===== src/design/upr_defines.svh =====
// register offsets, field positions, reset values for pull resistor control
`ifndef UPR_DEFINES_SVH
`define UPR_DEFINES_SVH
`define UPR_OFS_USB_CTRL 8'h00
`define UPR_OFS_OTG_CTRL 8'h04
`define UPR_OFS_PWR_CTRL 8'h08
`define UPR_OFS_STATUS 8'h0C
`define UPR_BIT_MOD_EN 0
`define UPR_BIT_HOST_EN 3
`define UPR_BIT_OTG_EN 2
`define UPR_BIT_DP_PD 4
`define UPR_BIT_DM_PD 5
`define UPR_BIT_DP_PU 7
`define UPR_BIT_MOD_PWR 0
`define UPR_BIT_SUSPEND 1
`define UPR_RST_CTRL 8'h00
`endif


===== src/design/upr_pkg.sv =====
// types shared by the pull resistor control block
package upr_pkg;
    typedef struct packed {
        logic dplus_pullup;
        logic dplus_pulldown;
        logic dminus_pulldown;
    } upr_term_t;
    typedef enum logic [1:0] {
        UPR_IDLE = 2'b00,
        UPR_ACK = 2'b01
    } upr_bus_state_t;
endpackage


===== src/design/upr_ctrl_if.sv =====
// control bits carried from the register file to the termination logic
`timescale 1ns/1ps
interface upr_ctrl_if;
    logic module_enable_bit;
    logic module_power_bit;
    logic host_mode_enable;
    logic otg_override_enable;
    logic dplus_pullup_ctrl;
    logic dplus_pulldown_ctrl;
    logic dminus_pulldown_ctrl;
    logic suspend;
    modport src (output module_enable_bit, module_power_bit,
        host_mode_enable, otg_override_enable, dplus_pullup_ctrl,
        dplus_pulldown_ctrl, dminus_pulldown_ctrl, suspend);
    modport dst (input module_enable_bit, module_power_bit,
        host_mode_enable, otg_override_enable, dplus_pullup_ctrl,
        dplus_pulldown_ctrl, dminus_pulldown_ctrl, suspend);
endinterface


===== src/design/upr_term_logic.sv =====
// termination decision logic with registered enable outputs
`timescale 1ns/1ps
module upr_term_logic
    import upr_pkg::*;
(
    // clock and reset
    input wire logic clk_sys,
    input wire logic rst,
    // control bits and synchronised session level
    upr_ctrl_if.dst ctrl,
    input wire logic session_valid,
    // registered terminations
    output upr_term_t term
);
    upr_term_t term_reg;
    upr_term_t term_next;
    wire logic dev_pullup;
    wire logic host_pd;
    // device-mode pull-up excludes host mode
    assign dev_pullup = ctrl.module_enable_bit & ctrl.module_power_bit
        & ~ctrl.host_mode_enable;
    assign host_pd = ctrl.host_mode_enable;
    // suspend is deliberately not an input term here
    always_comb
    begin
        term_next.dplus_pullup = (ctrl.otg_override_enable
            ? ctrl.dplus_pullup_ctrl
            : dev_pullup) & session_valid;
        term_next.dplus_pulldown = ctrl.otg_override_enable
            ? ctrl.dplus_pulldown_ctrl : host_pd;
        term_next.dminus_pulldown = ctrl.otg_override_enable
            ? ctrl.dminus_pulldown_ctrl : host_pd;
    end
    always_ff @(posedge clk_sys or posedge rst)
    begin
        if (rst)
            term_reg <= '0;
        else
            term_reg <= term_next;
    end
    assign term = term_reg;
endmodule


===== src/design/upr_top.sv =====
// wishbone register file and top of the pull resistor control block
//
// Our own choices: the Wishbone slave port and the register addresses.
`timescale 1ns/1ps
`include "upr_defines.svh"
module upr_top
    import upr_pkg::*;
(
    // clock and reset
    input wire logic clk_sys,
    input wire logic rst,
    // wishbone slave
    input wire logic wb_cyc_i,
    input wire logic wb_stb_i,
    input wire logic wb_we_i,
    input wire logic [7:0] wb_adr_i,
    input wire logic [3:0] wb_sel_i,
    input wire logic [31:0] wb_dat_i,
    output logic [31:0] wb_dat_o,
    output logic wb_ack_o,
    // vbus comparator, asynchronous
    input wire logic vbus_session_valid,
    // termination enables
    output logic dplus_pullup_en,
    output logic dplus_pulldown_en,
    output logic dminus_pulldown_en
);
    ////////////////////////////////////////////////////////////////////////
    logic [7:0] usb_control_reg;
    logic [7:0] otg_control_reg;
    logic [7:0] pwr_control_reg;
    logic [31:0] rdata_reg;
    logic ack_reg;
    logic sess_meta_reg;
    logic sess_sync_reg;
    upr_term_t term;
    upr_ctrl_if ctrl_bus ();
    wire logic req;
    wire logic wr_lane0;
    wire logic sel_usb;
    wire logic sel_otg;
    wire logic sel_pwr;
    wire logic sel_sts;
    wire logic [31:0] rd_mux;
    // one wait state, then ack drops for a cycle even if stb stays
    assign req = wb_cyc_i & wb_stb_i & ~ack_reg;
    assign wr_lane0 = req & wb_we_i & wb_sel_i[0];
    assign sel_usb = wb_adr_i == `UPR_OFS_USB_CTRL;
    assign sel_otg = wb_adr_i == `UPR_OFS_OTG_CTRL;
    assign sel_pwr = wb_adr_i == `UPR_OFS_PWR_CTRL;
    assign sel_sts = wb_adr_i == `UPR_OFS_STATUS;
    // unmapped offsets read zero and writes are dropped
    assign rd_mux = sel_usb ? {24'h00_0000, usb_control_reg}
        : sel_otg ? {24'h00_0000, otg_control_reg}
        : sel_pwr ? {24'h00_0000, pwr_control_reg}
        : sel_sts ? {28'h000_0000, sess_sync_reg, term.dminus_pulldown,
            term.dplus_pulldown, term.dplus_pullup}
        : 32'h0000_0000;
    ////////////////////////////////////////////////////////////////////////
    always_ff @(posedge clk_sys or posedge rst)
    begin
        if (rst)
        begin
            usb_control_reg <= `UPR_RST_CTRL;
            otg_control_reg <= `UPR_RST_CTRL;
            pwr_control_reg <= `UPR_RST_CTRL;
        end
        else if (wr_lane0)
        begin
            if (sel_usb)
                usb_control_reg <= wb_dat_i[7:0];
            if (sel_otg)
                otg_control_reg <= wb_dat_i[7:0];
            if (sel_pwr)
                pwr_control_reg <= wb_dat_i[7:0];
        end
    end
    always_ff @(posedge clk_sys or posedge rst)
    begin
        if (rst)
        begin
            ack_reg <= 1'b0;
            rdata_reg <= 32'h0000_0000;
        end
        else
        begin
            ack_reg <= req;
            if (req)
                rdata_reg <= rd_mux;
        end
    end
    // session level comes from an analog comparator
    always_ff @(posedge clk_sys or posedge rst)
    begin
        if (rst)
        begin
            sess_meta_reg <= 1'b0;
            sess_sync_reg <= 1'b0;
        end
        else
        begin
            sess_meta_reg <= vbus_session_valid;
            sess_sync_reg <= sess_meta_reg;
        end
    end
    ////////////////////////////////////////////////////////////////////////
    assign ctrl_bus.module_enable_bit = usb_control_reg[`UPR_BIT_MOD_EN];
    assign ctrl_bus.host_mode_enable = usb_control_reg[`UPR_BIT_HOST_EN];
    assign ctrl_bus.otg_override_enable = otg_control_reg[`UPR_BIT_OTG_EN];
    assign ctrl_bus.dplus_pullup_ctrl = otg_control_reg[`UPR_BIT_DP_PU];
    assign ctrl_bus.dplus_pulldown_ctrl = otg_control_reg[`UPR_BIT_DP_PD];
    assign ctrl_bus.dminus_pulldown_ctrl = otg_control_reg[`UPR_BIT_DM_PD];
    assign ctrl_bus.module_power_bit = pwr_control_reg[`UPR_BIT_MOD_PWR];
    assign ctrl_bus.suspend = pwr_control_reg[`UPR_BIT_SUSPEND];
    upr_term_logic u_term (
        .clk_sys(clk_sys),
        .rst(rst),
        .ctrl(ctrl_bus),
        .session_valid(sess_sync_reg),
        .term(term)
    );
    assign dplus_pullup_en = term.dplus_pullup;
    assign dplus_pulldown_en = term.dplus_pulldown;
    assign dminus_pulldown_en = term.dminus_pulldown;
    assign wb_dat_o = rdata_reg;
    assign wb_ack_o = ack_reg;
endmodule


===== config.mk =====
export PLATFORM = sky130hd
export DESIGN_NAME = upr_top
export DESIGN_NICKNAME = d
export VERILOG_FILES = /design/src/design/upr_pkg.sv /design/src/design/upr_ctrl_if.sv /design/src/design/upr_term_logic.sv /design/src/design/upr_top.sv
export VERILOG_INCLUDE_DIRS = /design/src /design/src/design
export SDC_FILE = /design/constraint.sdc
export NUM_CORES = 1
export LEC_CHECK = 0
export BUFFER_PORTS_ARGS = -buffer_cell sky130_fd_sc_hd__buf_2
export CAP_MARGIN = 10
export CORE_ASPECT_RATIO = 1.2
export CORE_MARGIN = 5
export CORE_UTILIZATION = 28
export DETAILED_ROUTE_END_ITERATION = 7
export PLACE_DENSITY_LB_ADDON = 0.1
export SYNTH_ARGS = -nofsm -noshare
export SYNTH_HDL_FRONTEND = slang
export SYNTH_SLANG_ARGS = --single-unit

===== constraint.sdc =====
create_clock -name clk_sys -period 3.3 [get_ports clk_sys]
set_clock_uncertainty 0.15 [all_clocks]
set_input_delay 0.33 -clock clk_sys [delete_from_list [all_inputs] [get_ports clk_sys]]
set_output_delay 0.33 -clock clk_sys [all_outputs]
set_load 0.02 [all_outputs]

==> flow_metrics.tcl, run 1 <==
set metrics [dict create \
    routabilityCongestion 0.7210 \
    die_w_microns 83.43 \
    crit_buf_inv 1 \
    dp_hpwl_microns 2984 \
    ys_types 29 \
    r2r_start "wb_ack_o" \
    vdd_drop_max_mv 0.1647 \
    worstPathCellList "nand3b_1, inv_1, nand4_1, mux2_2" \
    yosys.area.top_type "dfrtp_1" \
    cp.required_ps 3320 \
    setup_violations 0 \
    slew_viol_final 0 \
    area_delta_synth_final_pct 17.27 \
    min_period_over_period 0.6668 \
    grt_pass1_wl_microns 6796 \
    wl_per_cell_microns 15.51 \
    worst_slew_pin_slew_ps 747.4 \
    fill_cells 650 \
    routed_via_density 4.526 \
    dieHeight_microns 98.12 \
    clk-insertion-delay-late_ps 290 \
    preCtsSetupSlack_ps 878.3 \
    slowest_delay_ps 500 \
    run_status "complete, but fails checks" \
    synth_top_area_frac 0.5249 \
    layout.cells.non_filler 266 \
    ys_seq_area_frac 0.5249 \
    cts_resized 0 \
    io_pins 86 \
    netlist_top_cells_count "dfrtp_1, buf_4, mux2_2" \
    startpoint "wb_ack_o" \
    async_reset_ff_frac 1.000 \
    grt_pass1_vias 1299 \
    ys.flop_type "dfrtp_1" \
    cts_setup_buffers 0 \
    antenna_found_initial 0 \
    wirelength_microns 4125 \
    dr.first_iter.drc_count 35 \
    clkTransAtPathRegs_ps 80 \
    core-area_sq_mm 0.006366 \
    fin_crit_ps 2200 \
    syn_area_per_cell_sq_um 13.03 \
    path_class "register to register" \
    synth_most_common_cell "dfrtp_1" \
    numCtsBuffers 5 \
    fin_ws_ps 1100 \
    cp_max_fo 9 \
    clock_sinks 38 \
    synth_area_leaders "dfrtp_1, mux2_2, buf_4, mux4_2, a22o_1" \
    netlist_instances 139 \
    reg2reg_to "usb_control_reg[1]" \
    rrSetupSlack_ps 1100 \
    slew_headroom 0.4980 \
    io_buffer_count 34 \
    rsz0062_at_grt "false" \
    n_antenna_cell 0 \
    initial_core_util 0.2846 \
    hp-class "primary input to async pin" \
    track_usage 0.1074 \
    max_clock_freq_mhz 454.4 \
    rows 32 \
    maxCapViolCount 0 \
    finalInstanceArea_sq_mm 0.002125 \
    vias 1204 \
    cp-start-kind "register" \
    powerDensity_mw_per_mm2 442.6 \
    grt_max_degree 39 \
    ant_nets 0 \
    cp.arrival_ps 2220 \
    crit_family "simple AND/OR/NAND/NOR gates" \
    cts_tree "built" \
    synth_area_sq_mm 0.001812 \
    ys_warn_count 0 \
    placed_cells 257 \
    p_leak_uw 0.001110 \
    hold_viol 25 \
    die_area_sq_mm 0.008186 \
    worst-r2r-cell-count 4 \
    drive_gt1_frac 0.4199 \
    nets 230 \
    synth_edf_count 0 \
    cts-root-buf "clkbuf_8" \
    cp_slowest_cell "nand4_1" \
    holdWs_ps -14.42 \
    violations "negative hold slack" \
    grt_overflow 0 \
    setup_tns_ps 0 \
    firstDrtPassIters 4 \
    cp-end-kind "register" \
    place_area_sq_mm 0.002006 \
    h-tree-depth 2 \
    synth-seq-cells 38 \
    max-clock-path-buffers 2 \
    drc 0 \
]
worst max path at each step:
stage,to,slack [ps],cells after the start
after floorplan,otg_control_reg[0],1300,3
final,usb_control_reg[1],1100,4
after global routing,usb_control_reg[1],920,4
after CTS,pwr_control_reg[5],1050,4
after global placement,otg_control_reg[3],890,4
after detailed placement,otg_control_reg[6],880,4
worst register-to-register path, delay by kind of cell (launching register included):
family        cells  cell delay, ps
simple gates      2             890
mux               1             470
flops             1             370
buf+inv           1             210
cell usage in the layout, fill, tap and decap left out, drive strengths merged, types with 2 or more instances in the layout:
| cell | instances |
|---|---|
| dfrtp | 38 |
| buf | 37 |
| mux2 | 24 |
| conb | 24 |
| nand2 | 7 |
| a22o | 5 |
| clkbuf | 5 |
| inv | 4 |
| mux4 | 4 |
| nor3 | 4 |
| o22ai | 3 |
| o41ai | 3 |
| nand3b | 2 |
| nor4bb | 2 |
| nand4 | 2 |
| clkinv | 2 |
| nor4 | 2 |
layer usage:
| layer | part of all wire | wire, microns | vias to the layer above | GRT usage |
|---|---|---|---|---|
| li1 | - | - | 545 | - |
| met1 | 0.43 | 1783 | 602 | 0.1317 |
| met3 | 0.086 | 354 | 6 | 0.04304 |
| met2 | 0.46 | 1918 | 51 | 0.1722 |
| met5 | 0 | 0 | - | 0 |
| met4 | 0.017 | 69 | 0 | 0.03713 |
final cells by class:
cell class | count | area, sq um | area share
Clock buffer | 5 | 68.82 | 0.03239
Clock inverter | 3 | 40.04 | 0.01885
Inverter | 4 | 15.01 | 0.007067
Multi-Input combinational cell | 93 | 740.7 | 0.3486
Sequential cell | 38 | 950.9 | 0.4476
Tap cell | 85 | 106.4 | 0.05006
Timing Repair Buffer | 38 | 202.7 | 0.09541
timing repair:
item / in CTS / in global routing
setup endpoints to repair: 0 / 0
hold endpoints to repair: 1 / 0
hold buffers: 1 / 0
logic make-up after synthesis:
kind of cell	count (synthesis)	synth area share
AO/OA/AOI/OAI	14	0.05870
AND/OR/NAND/NOR	26	0.09600
buffers and inverters	31	0.1139
multiplexers	29	0.2044
other	1	0.002070
flip-flops	38	0.5249
metrics by stage:
stage | utilization | total power, uW
4_1_cts | 0.3337 | 956.5
3_3_place_gp | 0.3151 | 560.7
3_5_place_dp | 0.3151 | 561.9
6_report | 0.3337 | 940.3
5_1_grt | 0.3337 | 985.4
2_1_floorplan | - | 554.4
power by group:
| group | switching [uW] | internal (uW) | total, uW |
|---|---|---|---|
| Clock | 165 | 222 | 387 |
| Sequential | 2.19 | 470 | 472 |
| Combinational | 59.3 | 22.0 | 81.3 |
(Power assumes the default switching activity.)
==> run 2: changes to the inputs <==
==> constraint.sdc (replaced) <==
create_clock -name clk_sys -period 2 [get_ports clk_sys]
set_clock_uncertainty 0.15 [all_clocks]
set_input_delay 0.2 -clock clk_sys [delete_from_list [all_inputs] [get_ports clk_sys]]
set_output_delay 0.2 -clock clk_sys [all_outputs]
set_load 0.02 [all_outputs]
==> run 2 against run 1 <==
Compared with the run above:
- the flow now finishes without violations
- worst hold slack better by 38 ps
- critical path depth stayed put
- routed wire length is 1.5% lower
- sequential share of layout area is 0.88 points lower
- sequential power is 65% higher
- final cell count is 2.3% higher
==> flow_metrics.tcl, run 2 (synthesis gave the netlist of run 1 again) <==
set metrics [dict create \
    powerDensity_mw_per_mm2 673.5 \
    wirelength_microns 4062 \
    ant_nets 0 \
    die_area_sq_mm 0.008186 \
    clkTransAtPathRegs_ps 80 \
    hold_viol 0 \
    cp.arrival_ps 1770 \
    io_buffer_count 34 \
    max_clock_freq_mhz 572.0 \
    p_sw_uw 366.9 \
    area_delta_synth_final_pct 19.61 \
    layout_common_cells "dfrtp_1, buf_2, mux2_2, conb_1" \
    numCtsBuffers 5 \
    core-area_sq_mm 0.006366 \
    fill_cells 653 \
    hold_end "otg_control_reg[0]" \
    post-route-util 0.3404 \
    cts_resized 0 \
    intPower_uw 1093 \
    switching_share 0.2514 \
    holdWs_ps 23.62 \
    nets 236 \
    vdd_drop_max_mv 0.2464 \
    worst-r2r-cell-count 4 \
    run_status "completed" \
    min_period_over_period 0.8741 \
    dp_hpwl_microns 2939 \
    setup_violations 0 \
    final_common_cell "dfrtp_1" \
    drive_gt1_frac 0.4278 \
    cp-start-kind "register" \
    n_antenna_cell 0 \
    max-clock-path-buffers 2 \
    routabilityCongestion 0.7070 \
    cts_tree "built" \
    slew_viol_final 0 \
    cts-root-buf "clkbuf_8" \
    cp-end-kind "register" \
    wl_per_cell_microns 14.93 \
    dieHeight_microns 98.12 \
    grt_max_degree 39 \
    p_leak_uw 0.001131 \
    rows 32 \
    routed_via_density 4.449 \
    clkPwrFrac 0.372 \
    hold_depth 2 \
    antenna_found_initial 0 \
    grt_overflow 0 \
    grt_pass1_vias 1274 \
    hp-class "primary input to register" \
    seq_area_sq_um 950.9 \
    path_class "register to register" \
    clock_sinks 38 \
    rrSetupSlack_ps 250 \
    io_pins 86 \
    drc 0 \
    combPwrFrac 0.094 \
    firstDrtPassIters 4 \
    dr.first_iter.drc_count 31 \
    rsz0062_at_grt "false" \
    setup_tns_ps 0 \
    grt_pass1_wl_microns 6651 \
    h-tree-depth 2 \
    multi_input_area_sq_um 740.7 \
    maxCapViolCount 0 \
    p_seq_frac 0.533 \
    initial_core_util 0.2846 \
    reg2reg_to "otg_control_reg[3]" \
    track_usage 0.1050 \
    die_w_microns 83.43 \
    vias 1210 \
    fin_crit_ps 1748 \
    min_from "wb_dat_i[0]" \
    cp.required_ps 2020 \
    clk-insertion-delay-late_ps 290 \
    r2r_start "wb_ack_o" \
    cp_max_fo 8 \
]
-- run 2: power by group through the flow --
stage	registers (uW)	clock network, uW	logic [uW]
4_1_cts	778	566	139
6_report	778	544	138
3_5_place_dp	793	0	136
2_1_floorplan	794	0	120
3_3_place_gp	793	0	134
5_1_grt	779	598	151
-- run 2: worst max-delay path, stage by stage (launching register included) --
cell and delay (ps):
dfrtp_1 380, nand3b_1 280, nor4_4 320, buf_12 170
mux2_2 330
-- run 2: area by class of cell --
cell class              count  area share
inverters                   4    0.006928
multi-input cells          93      0.3418
well taps                  85     0.04908
clock buffers               7     0.03984
clock inverters             1    0.002309
repair buffers             44      0.1212
flip-flops and latches     38      0.4388
-- run 2: timing repair --
item | 4_1_cts | 5_1_grt
setup buffers | 0 | 0
endpoints found under the hold margin | 39 | 0
hold buffers | 2 | 0
-- run 2: layer usage --
layer	up-vias	wire length [microns]	global-route usage
met5	-	0	0
met4	0	65	0.03713
met3	7	273	0.03376
met2	46	1918	0.1704
met1	602	1805	0.1318
li1	555	-	-
-- run 2: how the worst max path moves through the flow --
stage / start / slack [ps] / end / cells past startpoint
finish: wb_ack_o / 250 / otg_control_reg[3] / 4
global route: wb_ack_o / 180 / otg_control_reg[7] / 4
CTS: wb_ack_o / 240 / otg_control_reg[1] / 4
detailed placement: wb_adr_i[1] / 10 / otg_control_reg[3] / 5
global placement: wb_adr_i[1] / 5 / otg_control_reg[3] / 5
floorplan: wb_adr_i[1] / 130 / otg_control_reg[0] / 3
-- run 2: through the flow --
stage | worst slack [ps] | area, sq um | instances | total power, uW
global placement | 5.374 | 2056 | 262 | 927.4
finish | 251.8 | 2167 | 272 | 1460
detailed placement | 11.89 | 2056 | 262 | 929.0
floorplan | 130.2 | 1898 | 162 | 914.8
CTS | 235.5 | 2167 | 272 | 1483
global route | 178.2 | 2167 | 272 | 1528
